$ cat src/rtl/adc_ctl_consts.vh
// register offsets, field positions, reset values and package codes for the converter control block
`ifndef ADC_CTL_CONSTS_VH
`define ADC_CTL_CONSTS_VH

// register byte offsets
`define TRG_MODE_OFS        8'h00
`define IN_MODE_OFS         8'h04
`define EIRQ_EN_LO_OFS      8'h08
`define EIRQ_EN_HI_OFS      8'h0c
`define EIRQ_STATUS_OFS     8'h10
`define EIRQ_MASK_OFS       8'h14
`define CORE_STATUS_OFS     8'h18

// trigger mode field positions
`define TRG_SYNC_LSB        0
`define TRG_SYNC_W          5
`define TRG_PRESYNC_LSB     8
`define TRG_PRESYNC_W       2
`define TRG_MODE_MASK       32'h0000031f

// input mode register layout
`define IN_MODE_MASK        32'h03ffffff
`define IN_MODE_W           26
`define IN_FIRST            32
`define IN_HI_COUNT         13

// early enable high register layout
`define EIRQ_HI_MASK        32'h00001fff
`define EIRQ_HI_W           13

// reset values
`define TRG_MODE_RST        32'h00000000
`define IN_MODE_RST         32'h00000000
`define EIRQ_EN_RST         32'h00000000

// package options
`define PKG_SMALL           2'h0
`define PKG_MIDDLE          2'h1
`define PKG_LARGE           2'h2

`endif

$ cat src/rtl/adc_trigger_input_mode_early_irq.v
// converter trigger, input mode and early interrupt control registers on classic wishbone
//
// Functional notes
// - converters 0 and 1 each have a bit that selects presynchronized triggers when set.
// - converters 0 to 4 each have a bit that makes the first sample after idle synchronous when set.
// - inputs 32 to 44 each have a mode bit, set for differential and clear for single-ended.
// - inputs 32 to 44 each have a format bit, set for signed results and clear for unsigned.
// - the input mode register packs mode over format per input, input 44 at 25:24 down to input 32 at 1:0.
// - the low early enable register holds one enable per input 0 to 31 at the bit equal to the input.
// - the high early enable register holds inputs 32 to 44 in bits 12:0, bits 31:13 unimplemented.
// - no early interrupt is raised for an input whose enable bit is clear.
// - bits for inputs 32 to 34 are absent on the small package, those for 35 to 44 on small and middle.
// - unimplemented bits read as zero and ignore writes.
//
// The implementer's own choices: the register addresses and the Wishbone interface to the registers.
`timescale 1ns/100ps
`default_nettype none
`include "adc_ctl_consts.vh"

module adc_trigger_input_mode_early_irq #(
  parameter [1:0] PKG_OPTION = 2'h2,
  parameter       N_INPUTS   = 45
) (
  // clock and reset
  input  wire                clk_i,
  input  wire                rst_i,
  // wishbone slave
  input  wire                cyc_i,
  input  wire                stb_i,
  input  wire                we_i,
  input  wire [7:0]          adr_i,
  input  wire [3:0]          sel_i,
  input  wire [31:0]         dat_i,
  output reg  [31:0]         dat_o,
  output reg                 ack_o,
  // early event flags from the converter core
  input  wire [N_INPUTS-1:0] early_result_flag_i,
  // controls towards the converter core
  output reg  [1:0]          presync_trigger_sel_o,
  output reg  [4:0]          first_sample_sync_o,
  output reg  [12:0]         pair_mode_o,
  output reg  [12:0]         twos_complement_result_o,
  output reg  [N_INPUTS-1:0] early_irq_req_o,
  // interrupt
  output reg                 irq_o
);

  // ----------------------------------------------------------------
  // package dependent implementation masks
  // ----------------------------------------------------------------

  // enable bits present for inputs 32..44 by package
  function [12:0] hi_present;
    input [1:0] pkg;
    begin
      if (pkg == `PKG_SMALL)
        hi_present = 13'h0000;
      else if (pkg == `PKG_MIDDLE)
        hi_present = 13'h0007;
      else
        hi_present = 13'h1fff;
    end
  endfunction

  // widen each present input into its mode/format pair
  function [25:0] pair_mask;
    input [12:0] present;
    integer k;
    begin
      pair_mask = 26'h0;
      for (k = 0; k < 13; k = k + 1) begin
        pair_mask[2*k]   = present[k];
        pair_mask[2*k+1] = present[k];
      end
    end
  endfunction

  // bus byte lanes to a bit mask
  function [31:0] lane_mask;
    input [3:0] sel;
    begin
      lane_mask = {{8{sel[3]}}, {8{sel[2]}}, {8{sel[1]}}, {8{sel[0]}}};
    end
  endfunction

  // true when the address lands on one register's word
  // offsets are word aligned, so sub-word addresses decode as unmapped
  function hit;
    input [7:0] adr;
    input [7:0] ofs;
    begin
      hit = (adr == ofs);
    end
  endfunction

  // absent inputs are masked at write time, so reads need no masking of their own
  wire [12:0] hi_mask   = hi_present(PKG_OPTION);
  wire [31:0] imode_msk = {6'h00, pair_mask(hi_mask)} & `IN_MODE_MASK;
  wire [31:0] eihi_msk  = {19'h00000, hi_mask} & `EIRQ_HI_MASK;

  // ----------------------------------------------------------------
  // bus decode
  // ----------------------------------------------------------------

  // one wait state: ack in the cycle after the request is seen
  wire        req    = cyc_i & stb_i & ~ack_o;
  wire        wr     = req & we_i;
  wire [31:0] lmask  = lane_mask(sel_i);

  // one select per register, shared by write strobes and the status read clear; the read mux decodes adr_i itself
  wire        at_trg    = hit(adr_i, `TRG_MODE_OFS);
  wire        at_imode  = hit(adr_i, `IN_MODE_OFS);
  wire        at_eilo   = hit(adr_i, `EIRQ_EN_LO_OFS);
  wire        at_eihi   = hit(adr_i, `EIRQ_EN_HI_OFS);
  wire        at_emask  = hit(adr_i, `EIRQ_MASK_OFS);
  wire        at_status = hit(adr_i, `EIRQ_STATUS_OFS);

  // write strobes; a strobe held past ack would start a second transfer
  wire        wr_trg    = wr & at_trg;
  wire        wr_imode  = wr & at_imode;
  wire        wr_eilo   = wr & at_eilo;
  wire        wr_eihi   = wr & at_eihi;
  wire        wr_emask  = wr & at_emask;

  // keep untouched lanes at their current value
  wire [31:0] trg_q;
  wire [31:0] imode_q;
  wire [31:0] eilo_q;
  wire [31:0] eihi_q;
  wire [31:0] emask_q;
  reg  [31:0] status;

  function [31:0] merge;
    input [31:0] old;
    input [31:0] nw;
    input [31:0] lm;
    begin
      merge = (old & ~lm) | (nw & lm);
    end
  endfunction

  // next word per register: untouched byte lanes keep their current value
  wire [31:0] next_trg   = merge(trg_q, dat_i, lmask);
  wire [31:0] next_imode = merge(imode_q, dat_i, lmask);
  wire [31:0] next_eilo  = merge(eilo_q, dat_i, lmask);
  wire [31:0] next_eihi  = merge(eihi_q, dat_i, lmask);
  wire [31:0] next_emask = merge(emask_q, dat_i, lmask);

  // ----------------------------------------------------------------
  // control registers
  // ----------------------------------------------------------------

  // trigger mode: presync at 9:8, synchronous first sample at 4:0
  ctl_reg_store #(.WIDTH(32)) u_trg (
    .clk_i   (clk_i),
    .rst_i   (rst_i),
    .wr_i    (wr_trg),
    .wmask_i (`TRG_MODE_MASK),
    .wdata_i (next_trg),
    .q_o     (trg_q)
  );

  // input mode pairs, mode above format
  // a write to an absent pair is dropped by the mask, not by the decode
  ctl_reg_store #(.WIDTH(32)) u_imode (
    .clk_i   (clk_i),
    .rst_i   (rst_i),
    .wr_i    (wr_imode),
    .wmask_i (imode_msk),
    .wdata_i (next_imode),
    .q_o     (imode_q)
  );

  // early enables for inputs 0..31 at bit equal to input
  // every package keeps these inputs, so no package mask applies here
  ctl_reg_store #(.WIDTH(32)) u_eilo (
    .clk_i   (clk_i),
    .rst_i   (rst_i),
    .wr_i    (wr_eilo),
    .wmask_i (32'hffffffff),
    .wdata_i (next_eilo),
    .q_o     (eilo_q)
  );

  // early enables for inputs 32..44 at 12:0
  ctl_reg_store #(.WIDTH(32)) u_eihi (
    .clk_i   (clk_i),
    .rst_i   (rst_i),
    .wr_i    (wr_eihi),
    .wmask_i (eihi_msk),
    .wdata_i (next_eihi),
    .q_o     (eihi_q)
  );

  // interrupt mask, same layout as status
  // bits beyond the two status events are stored but have no effect
  ctl_reg_store #(.WIDTH(32)) u_emask (
    .clk_i   (clk_i),
    .rst_i   (rst_i),
    .wr_i    (wr_emask),
    .wmask_i (32'hffffffff),
    .wdata_i (next_emask),
    .q_o     (emask_q)
  );

  // ----------------------------------------------------------------
  // early requests and sticky status
  // ----------------------------------------------------------------

  // combined enable vector over all inputs
  wire [63:0]         en_all   = {19'h00000, eihi_q[12:0], eilo_q};
  wire [N_INPUTS-1:0] next_req = early_result_flag_i & en_all[N_INPUTS-1:0];

  // status bit 0: any early request, bit 1: a write landed on the trigger register
  // trigger writes are reported too, so software can see a reconfiguration land
  wire       rd_status = req & ~we_i & at_status;
  wire [1:0] events    = {wr_trg, |next_req};

  // a read clears, but an event in the same cycle wins so none is lost
  // limitation: bit 0 follows the request level and re-arms while a flag and its enable stay high
  wire [1:0] next_status = (rd_status ? 2'b00 : status[1:0]) | events;
  wire       next_irq    = |(status & emask_q);

  // sticky status register
  always @(posedge clk_i) begin
    if (rst_i) begin
      status <= 32'h00000000;
    end else begin
      status <= {30'h0, next_status};
    end
  end

  // ----------------------------------------------------------------
  // core controls
  // ----------------------------------------------------------------

  // trigger register fields towards the converters
  wire [1:0]  next_presync    = trg_q[`TRG_PRESYNC_LSB+:`TRG_PRESYNC_W];
  wire [4:0]  next_first_sync = trg_q[`TRG_SYNC_LSB+:`TRG_SYNC_W];

  // mode sits above format in each pair; bit k of the outputs is input 32+k
  // one assign per bit keeps a single driver on every output bit
  wire [12:0] next_pair_mode;
  wire [12:0] next_twos_fmt;
  genvar g;
  generate
    for (g = 0; g < `IN_HI_COUNT; g = g + 1) begin : g_unpack
      assign next_pair_mode[g] = imode_q[2*g+1];
      assign next_twos_fmt[g]  = imode_q[2*g];
    end
  endgenerate

  // outputs to the core, all from flip-flops
  always @(posedge clk_i) begin
    if (rst_i) begin
      presync_trigger_sel_o    <= 2'h0;
      first_sample_sync_o      <= 5'h00;
      pair_mode_o              <= 13'h0000;
      twos_complement_result_o <= 13'h0000;
      early_irq_req_o          <= {N_INPUTS{1'b0}};
      irq_o                    <= 1'b0;
    end else begin
      presync_trigger_sel_o    <= next_presync;
      first_sample_sync_o      <= next_first_sync;
      early_irq_req_o          <= next_req;
      irq_o                    <= next_irq;
      pair_mode_o              <= next_pair_mode;
      twos_complement_result_o <= next_twos_fmt;
    end
  end

  // ----------------------------------------------------------------
  // read data and acknowledge
  // ----------------------------------------------------------------

  // unmapped addresses read zero and ignore writes
  // core status mirrors the interrupt line after the mask, so software can poll it
  reg [31:0] rd_mux;
  always @* begin
    case (adr_i)
      `TRG_MODE_OFS:    rd_mux = trg_q;
      `IN_MODE_OFS:     rd_mux = imode_q;
      `EIRQ_EN_LO_OFS:  rd_mux = eilo_q;
      `EIRQ_EN_HI_OFS:  rd_mux = eihi_q;
      `EIRQ_STATUS_OFS: rd_mux = status;
      `EIRQ_MASK_OFS:   rd_mux = emask_q;
      `CORE_STATUS_OFS: rd_mux = {31'h0, irq_o};
      default:          rd_mux = 32'h00000000;
    endcase
  end

  // read data stands only in the ack cycle; zero otherwise keeps the bus quiet
  wire [31:0] next_rdata = req ? rd_mux : 32'h00000000;
  wire        next_ack   = req;                        // one wait state, never back to back

  always @(posedge clk_i) begin
    if (rst_i) begin
      ack_o <= 1'b0;
      dat_o <= 32'h00000000;
    end else begin
      ack_o <= next_ack;
      dat_o <= next_rdata;
    end
  end

endmodule // adc_trigger_input_mode_early_irq

`default_nettype wire

$ cat src/rtl/ctl_reg_store.v
// word register with write mask and registered read data
`timescale 1ns/100ps
`default_nettype none

module ctl_reg_store #(
  parameter WIDTH = 32
) (
  // clock and reset
  input  wire             clk_i,
  input  wire             rst_i,
  // write side
  input  wire             wr_i,
  input  wire [WIDTH-1:0] wmask_i,
  input  wire [WIDTH-1:0] wdata_i,
  // read side
  output reg  [WIDTH-1:0] q_o
);

  // unimplemented bits are held at zero through the mask
  always @(posedge clk_i) begin
    if (rst_i) begin
      q_o <= {WIDTH{1'b0}};
    end else if (wr_i) begin
      q_o <= wdata_i & wmask_i;
    end
  end

endmodule // ctl_reg_store

`default_nettype wire

$ cat config.mk
export PLATFORM = sky130hd
export DESIGN_NAME = adc_trigger_input_mode_early_irq
export DESIGN_NICKNAME = d
export VERILOG_FILES = /design/src/rtl/adc_trigger_input_mode_early_irq.v /design/src/rtl/ctl_reg_store.v
export VERILOG_INCLUDE_DIRS = /design/src /design/src/rtl
export SDC_FILE = /design/constraint.sdc
export NUM_CORES = 1
export LEC_CHECK = 0
export ABC_AREA = 1
export BUFFER_PORTS_ARGS = -buffer_cell sky130_fd_sc_hd__buf_2
export CORE_MARGIN = 5
export CORE_UTILIZATION = 40
export CTS_CLUSTER_DIAMETER = 150
export DETAILED_ROUTE_END_ITERATION = 10
export PLACE_DENSITY = 0.58
export SYNTH_ARGS = -nofsm -noshare
export SYNTH_HDL_FRONTEND = slang
export SYNTH_HIERARCHICAL = 1
export SYNTH_SLANG_ARGS = --single-unit
$ cat constraint.sdc
create_clock -name clk_i -period 5.05 [get_ports clk_i]
set_input_delay 0.505 -clock clk_i [delete_from_list [all_inputs] [get_ports clk_i]]
set_output_delay 0.505 -clock clk_i [all_outputs]
set_load 0.02 [all_outputs]
After elaboration in Yosys (flattened, before gate mapping) --
Cells that the tools add are included.
Storage, ports and cells: memories 0, output and inout bits 112, logic and storage cells 55, bits in latches 0, bits of input ports 94, register bits 254, memory bits (writable) 0, memory bits (read-only) 0
Cells by class: shift operators 0, divide/modulo/power cells 0, magnitude comparators 0, muxes and demuxes 2, multipliers 0, reduce and logical (&&, ||, !) cells 4, add/subtract/negate cells 0, eq/ne operators 6, bitwise operators 28
Operators by type and width (count):
- 32-bit case mux with 7 select lines | 1
- 32-bit AND | 4
- 32-bit bitwise OR | 2
- 45-bit AND | 1
- 45-bit OR reduction | 1
- 32-bit NOT | 1
- 32-bit OR reduction | 1
- 26-bit AND | 1
- 26-bit bitwise OR | 1
- 8-bit by 5-bit equality test with 1-bit output (second input constant) | 3
- 8-bit by 4-bit equality test with 1-bit output (second input constant) | 2
- 13-bit AND | 1
- 13-bit bitwise OR | 1
- 1-bit AND | 10
- 10-bit AND | 1
- 10-bit bitwise OR | 1
- 8-bit by 3-bit equality test with 1-bit output (second input constant) | 1
- 8-bit zero test | 1
- 1-bit NOT | 3
- 2-bit 2-to-1 mux | 1
- 2-bit bitwise OR | 1
- 2-bit OR reduction | 1

Longest topological paths before layout --
Gate-level depths: netlist of the first run.
depth after elaboration 6, mapped depth 10

Hierarchy --
The synthesis of the first run kept the hierarchy.
Modules (own cells, without submodules):
- adc_trigger_input_mode_early_irq | times used 1, area an instance 6177.2 µm², cells each 1037
- ctl_reg_store | times used 5, area an instance 1194.9 µm², cells each 139

Worst setup path after synthesis of the first run --
OpenSTA, ideal clock, no wires.
kind input port to flip-flop, from input port adr_i[7], to register u_eihi.q_o[10], required time 4.934 ns, library setup time 0.116 ns, path buffers 1, arrival 1.793 ns, stages 7, setup slack 3.141 ns, cell sequence nor2_2 > nand2_2 > nor4_1 > inv_2 > buf_6 > a21oi_1 > nor2_1
Between the ends: word-level cells in the longest chain between the ends 2
Ends and longest elaborated chain:
- from (decl) | RTL line adc_trigger_input_mode_early_irq.v:31 | input wire [7:0] adr_i,
- 8-bit by 4-bit equality test with 1-bit output | RTL line adc_trigger_input_mode_early_irq.v:92 | hit = (adr == ofs);
- 1-bit AND | RTL line adc_trigger_input_mode_early_irq.v:122 | wire wr_eihi = wr & at_eihi;
- via wr_eihi | RTL line adc_trigger_input_mode_early_irq.v:122
- to (signal assigned) | RTL line ctl_reg_store.v:22 | q_o <= {WIDTH{1'b0}};
- to (signal assigned) | RTL line ctl_reg_store.v:24 | q_o <= wdata_i & wmask_i;
- to (decl) | RTL line ctl_reg_store.v:16 | output reg [WIDTH-1:0] q_o
The timed path passes the listed nets, and every way through them passes these cells. A chain may end at the register's enable or synchronous reset.

Worst setup path in the final report of the first run --
from register ack_o, to register u_emask.q_o[18]
Between the ends: word-level cells in the longest chain between the ends 4
Ends and longest elaborated chain:
- from (decl) | RTL line adc_trigger_input_mode_early_irq.v:35 | output reg ack_o,
- from (signal assigned) | RTL line adc_trigger_input_mode_early_irq.v:301 | ack_o <= next_ack;
- 1-bit NOT | RTL line adc_trigger_input_mode_early_irq.v:106 | wire req = cyc_i & stb_i & ~ack_o;
- 1-bit AND | RTL line adc_trigger_input_mode_early_irq.v:106
- 1-bit AND | RTL line adc_trigger_input_mode_early_irq.v:107 | wire wr = req & we_i;
- 1-bit AND | RTL line adc_trigger_input_mode_early_irq.v:123 | wire wr_emask = wr & at_emask;
- via wr_emask | RTL line adc_trigger_input_mode_early_irq.v:123
- to (signal assigned) | RTL line ctl_reg_store.v:22
- to (signal assigned) | RTL line ctl_reg_store.v:24
- to (decl) | RTL line ctl_reg_store.v:16
The timed path passes the listed nets, and every way through them passes these cells.

==> out/results.env, run 1 <==
VIAS_IN_THE_FIRST_GLOBAL_ROUTE=11380
CTS_TREE='built'
WL_PER_CELL_MICRONS=16.3
CTS.REPORTEDPATHS.CLKPINSLEW_NS=0.06
CRITICAL_PATH.STARTPOINT_TYPE='register'
WORSTSETUPPATHTYPE='register to register'
RUN_STATUS='completed'
CTS.SINKS=274
CELLPOWERDENSITY_mW_PER_MM2=303
DPL_CELL_AREA_SQ_MM=0.0138
AREA_GROWTH_SYN_TO_LAYOUT_PCT=21.4
HIGHEST_CLOCK_RATE_MHz=430
POST_CTS_RESIZE_COUNT=0
HOLD_VIOLATIONS=0
STATIC_LEAKAGE_nW=6.87
FINAL_ANTENNA_NET_COUNT=0
SYNTH_CELLS=1732
CRIT_FANOUT=33
POST_DRT_VIA_CELL_RATIO=4.89
LARGEST_NET_DEGREE_AT_THE_START_OF_GLOBAL_ROUTING=49
SYN_AVG_CELL_AREA_SQ_UM=7.02
FIN_CRIT_SH_PCT=46.1
DP_HPWL_MICRONS=26000
GRTUSAGETOTAL_PCT=22.8
DRC_ERRORS=0
CP.REQUIRED_NS=5.48
FINAL_DESIGN_INSTANCE_AREA_WITHOUT_FILL_SQ_MM=0.0147
YOSYSUNIQUECELLTYPES=25
HOLD_PATH_START='early_result_flag_i[32]'
NUMBER_OF_VIOLATIONS_OF_THE_MAX_CAPACITANCE_LIMIT=0
DRTPASS1ITERATIONS=5
REGISTER_AREA_SHARE_AFTER_SYNTHESIS_PCT=45.1
FIN_HOLD_WS_NS=0.193
CTS.HTREE.LEVELS=1
VIAS=12014
START_UTIL_PCT=40.8
CRIT-REG2REG-CAPTURE='u_emask/q_o[18]'
FINAL_TOTAL_NEGATIVE_SETUP_SLACK_NS=0
PERIOD_MINUS_SLACK_NS=2.33
GLOBAL_ROUTE.OVERFLOW_TOTAL=0
REPORT.FINAL.SETUP_VIOL=0
POST_ROUTE_CELLS_DRIVE_ABOVE_1_SHARE_PCT=16.6
GLOBALPLACE.CONGESTION=0.822
PIN_COUNT=206
SLEW_HEADROOM_PCT=19.1
WORST_SETUP_SKEW_AFTER_LAYOUT_NS=0.00840
CTS_SETUP_BUFFERS=0
FINALNETCOUNT=2140
HOLDPATHSTAGES=3
NUMBER_OF_ANTENNA_VIOLATIONS_AT_THE_FIRST_CHECK_IN_GLOBAL_ROUTING=0
R2R_SETUP_SLACK_NS=2.72
DESIGN.DIE.AREA_SQ_MM=0.0340
SIGNAL_ARRIVAL_TIME_AT_THE_WORST_ENDPOINT_NS=2.76
SYNTH_WARNINGS=6
GLOBAL_ROUTE_WIRE_LENGTH_BEFORE_REPAIR_MICRONS=62500
CTS-HOLD-FIX-BUFFERS=0
SYNTH.FF_LATCH_COUNT=274
WORST_R2R_STARTPOINT='ack_o'
DIE_H_MICRONS=184
FILLERINSTANCES=3173
CLOCK_TREE.BUFFER_DEPTH=3
CRIT_PATH_END_KIND='register'
SLEW_VIOLATIONS=0
VDD.IR_DROP.WORST_mV=0.249
ROUTED_WL_MICRONS=40000
HOLD_PATH_END='early_irq_req_o[32]'
CLK-INSERTION-DELAY-LATE_NS=0.55
RSZ0062_AT_GRT='false'
REPORT.POWER.TOTAL_mW=4.47
DESIGN.CORE.AREA_SQ_MM=0.0298
FP_ROWS=63
WORST_PIN_SLEW_NS=1.21
CTS_ROOT_BUF='clkbuf_16'
NUMPORTBUFFERS=205
X_DIMENSION_OF_THE_DIE_MICRONS=184
HOLDCRITPATHCLASS='primary input to register'
SYNTH.CELL_AREA_SQ_MM=0.0122
NUMBER_OF_VIOLATIONS_REPORTED_AT_THE_END_OF_DETAILED_ROUTING_ITERATION_0=826
TIMING.REG2REG.WORST_PATH_DEPTH=8
NUMCTSBUFFERS=30
## cells by family (layout without fill, tap and decap cells)
| group | count (synthesis) | count (layout) | share of synthesized area [%] |
|---|---|---|---|
| and+or+nand+nor | 693 | 693 | 22.8 |
| buffers and inverters | 279 | 454 | 10.5 |
| other | 2 | 161 | 0.0618 |
| AOI/OAI and AO/OA | 484 | 484 | 21.5 |
| DFF | 274 | 274 | 45.1 |
## worst max-delay path, stage by stage (launching register included)
cell and delay, ns:
dfxtp_1 0.32, nand3b_1 0.23, inv_1 0.10, nand2_1 0.16
nor4_2 0.18, buf_4 0.42, inv_2 0.45, a21oi_1 0.27
nor2_1 0.07
## cell usage after synthesis, drive strengths merged
library cell  number  area, sq um
nor2             334         1280
o21ai            321         1610
nand2            279         1080
dfxtp            274         5490
inv              184          691
a21oi            163         1000
nand3             74          370
clkbuf            54          259
buf               41          328
nor3               3         25.0
conb               2         7.51
nor4               2         12.5
nand3b             1         7.51
## metrics by stage
step                util, %  setup slack (ns)  cells
floorplan                 -              3.14   1890
global placement       46.4              2.45   2404
detailed placement     46.4              2.36   2404
CTS                    49.5              2.72   2455
global route           49.5              2.46   2455
finish                 49.5              2.72   2456
## metal layers
layer  up-vias  global-route usage (%)  share of wire, %
met2       384                    36.9                45
met5         -                       0                 0
met3        48                    3.71               7.5
met1      5568                    32.1                46
li1       6014                       -                 -
met4         0                    5.26               1.7
## cell usage in the layout (no fill, tap or decap), types with 2 or more instances in the layout
master and count:
nor2_1 327, o21ai_0 316, dfxtp_1 274, nand2_1 267, buf_2 204, inv_1 175, conb_1 160, a21oi_1 113
nand3_1 74, a21oi_2 50, clkbuf_16 31, buf_4 15, nand2_2 12, clkbuf_1 10, inv_2 9, nor2_2 5
clkbuf_8 5, o21ai_1 5, clkinv_2 4, nor2_4 2, nor4_2 2, nor3_4 2
## state kept, by name, summed over array words and instances, names as in the netlist, 5 cells and up
| signal | flops |
|---|---|
| early_irq_req_o | 45 |
| first_sample_sync_o | 5 |
| u_eilo/q_o | 32 |
| pair_mode_o | 13 |
| twos_complement_result_o | 13 |
| u_eihi/q_o | 32 |
| dat_o | 32 |
| u_emask/q_o | 32 |
| u_imode/q_o | 32 |
| u_trg/q_o | 32 |
## worst max path at each step
| stage | startpoint | to | slack, ns | cells after the start |
|---|---|---|---|---|
| detailed placement | adr_i[7] | u_imode/q_o[30] | 2.36 | 9 |
| CTS | ack_o | u_eilo/q_o[10] | 2.72 | 8 |
| global route | ack_o | u_eilo/q_o[12] | 2.46 | 8 |
| global placement | adr_i[7] | u_imode/q_o[15] | 2.45 | 9 |
| finish | ack_o | u_emask/q_o[18] | 2.72 | 8 |
| floorplan | adr_i[7] | u_eihi/q_o[10] | 3.14 | 7 |
## power by group
part           switching [mW]  internal, mW  total, mW
registers             0.00108          2.16       2.16
clock network           0.868          1.24       2.11
logic                   0.154        0.0508      0.205
## cell type report
cell class / instances / area (sq um) / share of cell area, %
Antenna cell: 1 / 2.50 / 0.0170
Inverter: 184 / 691 / 4.68
Multi-Input combinational cell: 1337 / 6010 / 40.8
Clock buffer: 46 / 882 / 5.98
Clock inverter: 5 / 50.0 / 0.339
Sequential cell: 274 / 5490 / 37.2
Tap cell: 390 / 488 / 3.31
Timing Repair Buffer: 219 / 1130 / 7.69
(Power assumes the default switching activity.)
==> run 2, diff against run 1 <==
- clock period: 5.05 -> 2.28 ns (I/O delays scaled with it)
==> out/results.env, run 2 (synthesized netlist as in run 1, its figures left out) <==
RUN_STATUS='completed'
CLK-INSERTION-DELAY-LATE_NS=0.55  # about the same
STATIC_LEAKAGE_nW=7.21  # +4.9%
NUMBER_OF_VIOLATIONS_OF_THE_MAX_CAPACITANCE_LIMIT=0  # unchanged
NUMBER_OF_FLIP_FLOPS_UNDER_THE_LARGEST_REGISTER_NAME=45  # unchanged
WORST_PIN_SLEW_NS=1.22  # +0.00680 ns
CTS_SETUP_BUFFERS=0  # unchanged
TIMING.FINAL.WS_SETUP_NS=0.413  # -2.31 ns
RSZ0062_AT_GRT='false'
CTS_ROOT_BUF='clkbuf_16'
PATH_DEPTH=7  # -1
POST_CTS_RESIZE_COUNT=0  # unchanged
TIMING.CRITICAL_PATH.SLOWEST_CELL_DELAY_NS=0.40  # -0.05 ns
MOSTFREQUENTLAYOUTCELL='nor2_1'
WORST_SETUP_SKEW_AFTER_LAYOUT_NS=0.00889  # +0.000495 ns
CELLPOWERDENSITY_mW_PER_MM2=683  # +130%
FINALNETCOUNT=2201  # +2.9%
CTS.HTREE.LEVELS=1  # unchanged
TIMING.REG2REG.WORST_PATH_DEPTH=7  # -1
START_UTIL_PCT=40.8  # unchanged
DIE_H_MICRONS=184  # unchanged
CTS-HOLD-FIX-BUFFERS=45  # +45
VIAS=12116  # +0.85%
ROUTED_WL_MICRONS=39500  # -1.3%
TIMING.CRITICAL_PATH.BUF_INV=2  # -1
CP_CELL_SEQUENCE='nand3b_1, inv_1, nand2_1, nor4_2, inv_2, a21oi_1, nor2_1'
GLOBALPLACE.CONGESTION=0.832  # +1.2%
HOLDPATHSTAGES=3  # unchanged
CP.REQUIRED_NS=2.72  # -2.76 ns
GLOBAL_ROUTE.OVERFLOW_TOTAL=0  # unchanged
FINAL_TOTAL_NEGATIVE_SETUP_SLACK_NS=0  # unchanged
NUMCTSBUFFERS=31  # +3.3%
WL_PER_CELL_MICRONS=15.7  # -3.8%
GLOBAL_ROUTE_WIRE_LENGTH_BEFORE_REPAIR_MICRONS=62300  # -0.22%
REPORT.FINAL.SETUP_VIOL=0  # unchanged
WORSTSETUPPATHTYPE='register to register'
DP_HPWL_MICRONS=26600  # +2.2%
AREA_GROWTH_SYN_TO_LAYOUT_PCT=27.2
GRTUSAGETOTAL_PCT=22.5  # -0.28 points
CLOCK_TREE.BUFFER_DEPTH=3  # unchanged
POWER.SHARE.CLOCK_PCT=49.7  # +2.7 points
SIGNAL_ARRIVAL_TIME_AT_THE_WORST_ENDPOINT_NS=2.31  # -0.45 ns
PERIOD_MINUS_SLACK_NS=1.87  # -0.459 ns
FINAL_ANTENNA_NET_COUNT=0  # unchanged
CTS.REPORTEDPATHS.CLKPINSLEW_NS=0.06  # about the same
FIN_CRIT_SH_PCT=81.9  # +36 points
SLEW_VIOLATIONS=0  # unchanged
CRIT_SLOWEST_CELL='inv_2'
CRIT_PATH_END_KIND='register'
NUMPORTBUFFERS=205  # unchanged
LARGEST_NET_DEGREE_AT_THE_START_OF_GLOBAL_ROUTING=48  # -2.0%
POST_ROUTE_CELLS_DRIVE_ABOVE_1_SHARE_PCT=17.2  # +0.57 points
CTS.SINKS=274  # unchanged
COMB_POWER_SHARE_PCT=5.0  # +0.4 points
NUMBER_OF_VIOLATIONS_REPORTED_AT_THE_END_OF_DETAILED_ROUTING_ITERATION_0=839  # +1.6%
VDD.IR_DROP.WORST_mV=0.529  # +110%
PIN_COUNT=206  # unchanged
HIGHEST_CLOCK_RATE_MHz=536  # +25%
DRTPASS1ITERATIONS=7  # +2
POWER_FRAC_SEQ_PCT=45.4  # -3.0 points
SWITCHING_SHARE_PCT=22.4  # -0.51 points
LAYOUT.CELLS.MOST_COMMON_LIST='nor2_1 (327), o21ai_0 (316), dfxtp_1 (274), nand2_1 (267), buf_2 (204)'
DRC_ERRORS=0  # unchanged
POWER.SWITCHING_mW=2.36  # +130%
DETAILEDPLACE.WORSTSLACK_NS=0.396  # -1.96 ns
LARGEST-REGISTER='early_irq_req_o'
FP_ROWS=63  # unchanged
DESIGN.CORE.AREA_SQ_MM=0.0298  # unchanged
CTS_TREE='built'
VIAS_IN_THE_FIRST_GLOBAL_ROUTE=11581  # +1.8%
CRITICAL_PATH.STARTPOINT_TYPE='register'
HOLDCRITPATHCLASS='primary input to register'
X_DIMENSION_OF_THE_DIE_MICRONS=184  # unchanged
HOLD_VIOLATIONS=0  # unchanged
DESIGN.DIE.AREA_SQ_MM=0.0340  # unchanged
DESIGN_INTERNAL_POWER_mW=8.20  # +140%
REPORT.POWER.TOTAL_mW=10.6  # +140%
SLEW_HEADROOM_PCT=18.6  # -0.45 points
NUMBER_OF_ANTENNA_VIOLATIONS_AT_THE_FIRST_CHECK_IN_GLOBAL_ROUTING=0  # unchanged
WORST_PATH_DOMINANT_CELL_FAMILY='simple AND/OR/NAND/NOR gates'
ANTENNADIODECOUNT=0  # -1
CRIT_FANOUT=32  # -3.0%
POST_DRT_VIA_CELL_RATIO=4.81  # -1.7%
run 2: power by group through the flow:
stage / clock network, mW / registers [mW] / logic, mW
3_3_place_gp: 0 / 4.90 / 0.454
6_report: 5.25 / 4.79 / 0.526
5_1_grt: 5.54 / 4.79 / 0.588
4_1_cts: 5.35 / 4.79 / 0.517
3_5_place_dp: 0 / 4.90 / 0.456
2_1_floorplan: 0 / 4.90 / 0.260
run 2: stage by stage:
| stage | instance area, sq um | hold WS, ns | util [%] | cells |
|---|---|---|---|---|
| after detailed placement | 13900 | 0.457 | 46.8 | 2419 |
| final | 15500 | 0.0411 | 51.9 | 2520 |
| after global placement | 13900 | 0.451 | 46.8 | 2419 |
| after CTS | 15500 | 0.0210 | 51.9 | 2520 |
| after floorplan | 12700 | 0.371 | - | 1890 |
| after global routing | 15500 | 0.0488 | 51.9 | 2520 |
run 2: cell type report:
type                       instances  area (sq um)
sequential                       274          5490
fill                            2989         14300
inverter                         184           691
timing repair buffer             279          1710
tap                              390           488
clock buffer                      44           885
clock inverter                    12           188
multi-input combinational       1337          6010
run 2: per-layer routing:
metal,wire [microns],share of wire (%),global-route usage (%)
met1,18400,47,31.9
met2,17500,44,36.5
met3,2860,7.2,3.28
met4,694,1.8,5.26
met5,0,0,0
run 2: tightest hold or removal path: cells and delay by family:
family,cells,cell delay [ns]
buf+inv,1,0.12
simple gates,2,0.19
run 2: path summary, 6_finish.rpt:
path / start / endpoint / slack [ns]
max: ack_o / u_eihi/q_o[28] / 0.41
min: early_result_flag_i[42] / early_irq_req_o[42] / 0.04
max reg2reg: ack_o / u_eihi/q_o[28] / 0.41
min reg2reg: u_imode/q_o[7] / pair_mode_o[3] / 0.46
==> run 3, diff against run 2 <==
- clock period: 2.28 -> 1.9 ns (I/O delays scaled with it)
==> out/results.env, run 3 (synthesized netlist as in run 1, its figures left out) <==
NUMBER_OF_VIOLATIONS_REPORTED_AT_THE_END_OF_DETAILED_ROUTING_ITERATION_0=723  # -14%
COMB_POWER_SHARE_PCT=5.3  # +0.3 points
FINAL_ANTENNA_NET_COUNT=0  # unchanged
GLOBAL_ROUTE_WIRE_LENGTH_BEFORE_REPAIR_MICRONS=61900  # -0.65%
ANTENNADIODECOUNT=0  # unchanged
FINALNETCOUNT=2228  # +1.2%
CLK-INSERTION-DELAY-LATE_NS=0.55  # about the same
SWITCHING_SHARE_PCT=22.7  # +0.30 points
SIGNAL_ARRIVAL_TIME_AT_THE_WORST_ENDPOINT_NS=2.23  # -0.08 ns
POST_DRT_VIA_CELL_RATIO=4.78  # -0.61%
HOLD_PATH_START='rst_i'
CTS.REPORTEDPATHS.CLKPINSLEW_NS=0.06  # about the same
LARGEST_NET_DEGREE_AT_THE_START_OF_GLOBAL_ROUTING=46  # -4.2%
DIE_H_MICRONS=184  # unchanged
HOLD_VIOLATIONS=0  # unchanged
CRIT_PATH_END_KIND='register'
START_UTIL_PCT=40.8  # unchanged
FP_ROWS=63  # unchanged
POWER.SWITCHING_mW=2.80  # +19%
POWER_FRAC_SEQ_PCT=46.5  # +1.1 points
POWER.SHARE.CLOCK_PCT=48.2  # -1.5 points
WL_PER_CELL_MICRONS=15.5  # -1.1%
CTS.HTREE.LEVELS=1  # unchanged
REPORT.FINAL.SETUP_VIOL=0  # unchanged
R2R_SETUP_SLACK_NS=0.11  # -0.30 ns
WORST_PATH_DOMINANT_CELL_FAMILY='simple AND/OR/NAND/NOR gates'
STATIC_LEAKAGE_nW=7.38  # +2.4%
LAYOUT.CELLS.MOST_COMMON_LIST='nor2_1 (327), o21ai_0 (316), dfxtp_1 (274), nand2_1 (266), buf_2 (204)'
DESIGN.DIE.AREA_SQ_MM=0.0340  # unchanged
TIMING.REG2REG.WORST_PATH_DEPTH=9  # +2
WORSTSETUPPATHTYPE='register to register'
PIN_COUNT=206  # unchanged
VIAS=12171  # +0.45%
TIMING.CRITICAL_PATH.SLOWEST_CELL_DELAY_NS=0.32  # -0.08 ns
MOSTFREQUENTLAYOUTCELL='nor2_1'
CLOCK_TREE.BUFFER_DEPTH=3  # unchanged
WORST_R2R_STARTPOINT='ack_o'
NUMBER_OF_ANTENNA_VIOLATIONS_AT_THE_FIRST_CHECK_IN_GLOBAL_ROUTING=1  # +1
HOLDPATHSTAGES=2  # -1
GRTUSAGETOTAL_PCT=22.5  # -0.062 points
ROUTED_WL_MICRONS=39500  # about the same
DRC_ERRORS=0  # unchanged
CRIT_SLOWEST_CELL='dfxtp_1'
CP.REQUIRED_NS=2.34  # -0.38 ns
CELLPOWERDENSITY_mW_PER_MM2=784  # +15%
NUMBER_OF_VIOLATIONS_OF_THE_MAX_CAPACITANCE_LIMIT=0  # unchanged
CTS_TREE='built'
NUMBER_OF_FLIP_FLOPS_UNDER_THE_LARGEST_REGISTER_NAME=45  # unchanged
HOLD_PATH_END='early_irq_req_o[27]'
REPORT.POWER.TOTAL_mW=12.4  # +17%
VDD.IR_DROP.WORST_mV=0.624  # +18%
CP_CELL_SEQUENCE='nand3b_1, inv_1, nand2_2, nor4_4, buf_4, inv_2, buf_12, a21oi_1, nor2_1'
CTS_ROOT_BUF='clkbuf_16'
NUMCTSBUFFERS=31  # unchanged
GLOBALPLACE.CONGESTION=0.856  # +2.9%
CRIT-REG2REG-CAPTURE='u_eihi/q_o[18]'
FINAL_DESIGN_INSTANCE_AREA_WITHOUT_FILL_SQ_MM=0.0158  # +2.0%
TIMING.CRITICAL_PATH.BUF_INV=4  # +2
WORST_SETUP_SKEW_AFTER_LAYOUT_NS=0.00748  # -0.00142 ns
CTS.SINKS=274  # unchanged
HIGHEST_CLOCK_RATE_MHz=558  # +4.2%
DESIGN.CORE.AREA_SQ_MM=0.0298  # unchanged
CRIT_FANOUT=16  # -50%
X_DIMENSION_OF_THE_DIE_MICRONS=184  # unchanged
DESIGN_INTERNAL_POWER_mW=9.57  # +17%
RUN_STATUS='completed'
FIN_CRIT_SH_PCT=94.3  # +12 points
FILLERINSTANCES=2980  # -0.30%
PERIOD_MINUS_SLACK_NS=1.79  # -0.0761 ns
SLEW_HEADROOM_PCT=65.6  # +47 points
DRTPASS1ITERATIONS=5  # -2
GLOBAL_ROUTE.OVERFLOW_TOTAL=0  # unchanged
POST_ROUTE_CELLS_DRIVE_ABOVE_1_SHARE_PCT=18.2  # +1.0 points
CRITICAL_PATH.STARTPOINT_TYPE='register'
AREA_GROWTH_SYN_TO_LAYOUT_PCT=29.8
DP_HPWL_MICRONS=27200  # +2.1%
NUMPORTBUFFERS=205  # unchanged
HOLDCRITPATHCLASS='primary input to register'
VIAS_IN_THE_FIRST_GLOBAL_ROUTE=11534  # -0.41%
LARGEST-REGISTER='early_irq_req_o'
WORST_PIN_SLEW_NS=0.516  # -0.703 ns
SLEW_VIOLATIONS=0  # unchanged
DPL_CELL_AREA_SQ_MM=0.0142  # +2.1%
-- run 3: timing repair --
item / in CTS / in global routing
setup endpoints to repair: 0 / 39
hold buffers: 48 / 0
endpoints found under the hold margin: 47 / 0
buffers inserted: 0 / 2
gates resized for setup: 0 / 3
-- run 3: worst max path at each step --
stage	startpoint	to	slack, ns	cells after the start
floorplan	ack_o	u_emask/q_o[10]	0.09	8
global placement	ack_o	u_eihi/q_o[16]	0.07	9
detailed placement	ack_o	u_eihi/q_o[18]	0.04	9
CTS	ack_o	u_eihi/q_o[18]	0.02	9
global route	ack_o	u_eihi/q_o[15]	-0.008	9
finish	ack_o	u_eihi/q_o[18]	0.11	9
-- run 3: per-layer routing --
metal / wire [microns] / share of wire, % / global-route usage [%] / vias up
met4: 689 / 1.7 / 4.61 / 2
met1: 18100 / 46 / 31.6 / 5529
li1: - / - / - / 6204
met5: 13 / 0.033 / 0 / -
met3: 2730 / 6.9 / 3.28 / 51
met2: 17900 / 45 / 37.0 / 385
-- run 3: power by group through the flow --
stage               sequential, mW  clock, mW  combinational, mW
floorplan                     5.88          0              0.312
global placement              5.88          0              0.558
detailed placement            5.88          0              0.562
CTS                           5.75       6.10              0.639
global route                  5.75       6.36              0.726
finish                        5.75       5.96              0.653
-- run 3: final cells by class --
cell class / instances / area [sq um] / area share (%)
Tap cell: 390 / 488 / 3.09
Clock buffer: 45 / 918 / 5.82
Timing Repair Buffer: 306 / 2040 / 13.0
Sequential cell: 274 / 5490 / 34.8
Clock inverter: 11 / 110 / 0.698
Inverter: 184 / 691 / 4.38
Multi-Input combinational cell: 1337 / 6030 / 38.3
-- run 3: stage by stage --
| step | setup TNS [ns] | utilization [%] | worst slack (ns) | std cells | hold slack [ns] |
|---|---|---|---|---|---|
| floorplan | 0 | - | 0.0946 | 1890 | 0.333 |
| global placement | 0 | 47.7 | 0.0743 | 2441 | 0.429 |
| detailed placement | 0 | 47.7 | 0.0351 | 2441 | 0.432 |
| CTS | 0 | 52.8 | 0.0164 | 2545 | 0.00540 |
| global route | -0.00856 | 52.9 | -0.00795 | 2547 | 0.0154 |
| finish | 0 | 52.9 | 0.109 | 2547 | 0.0257 |
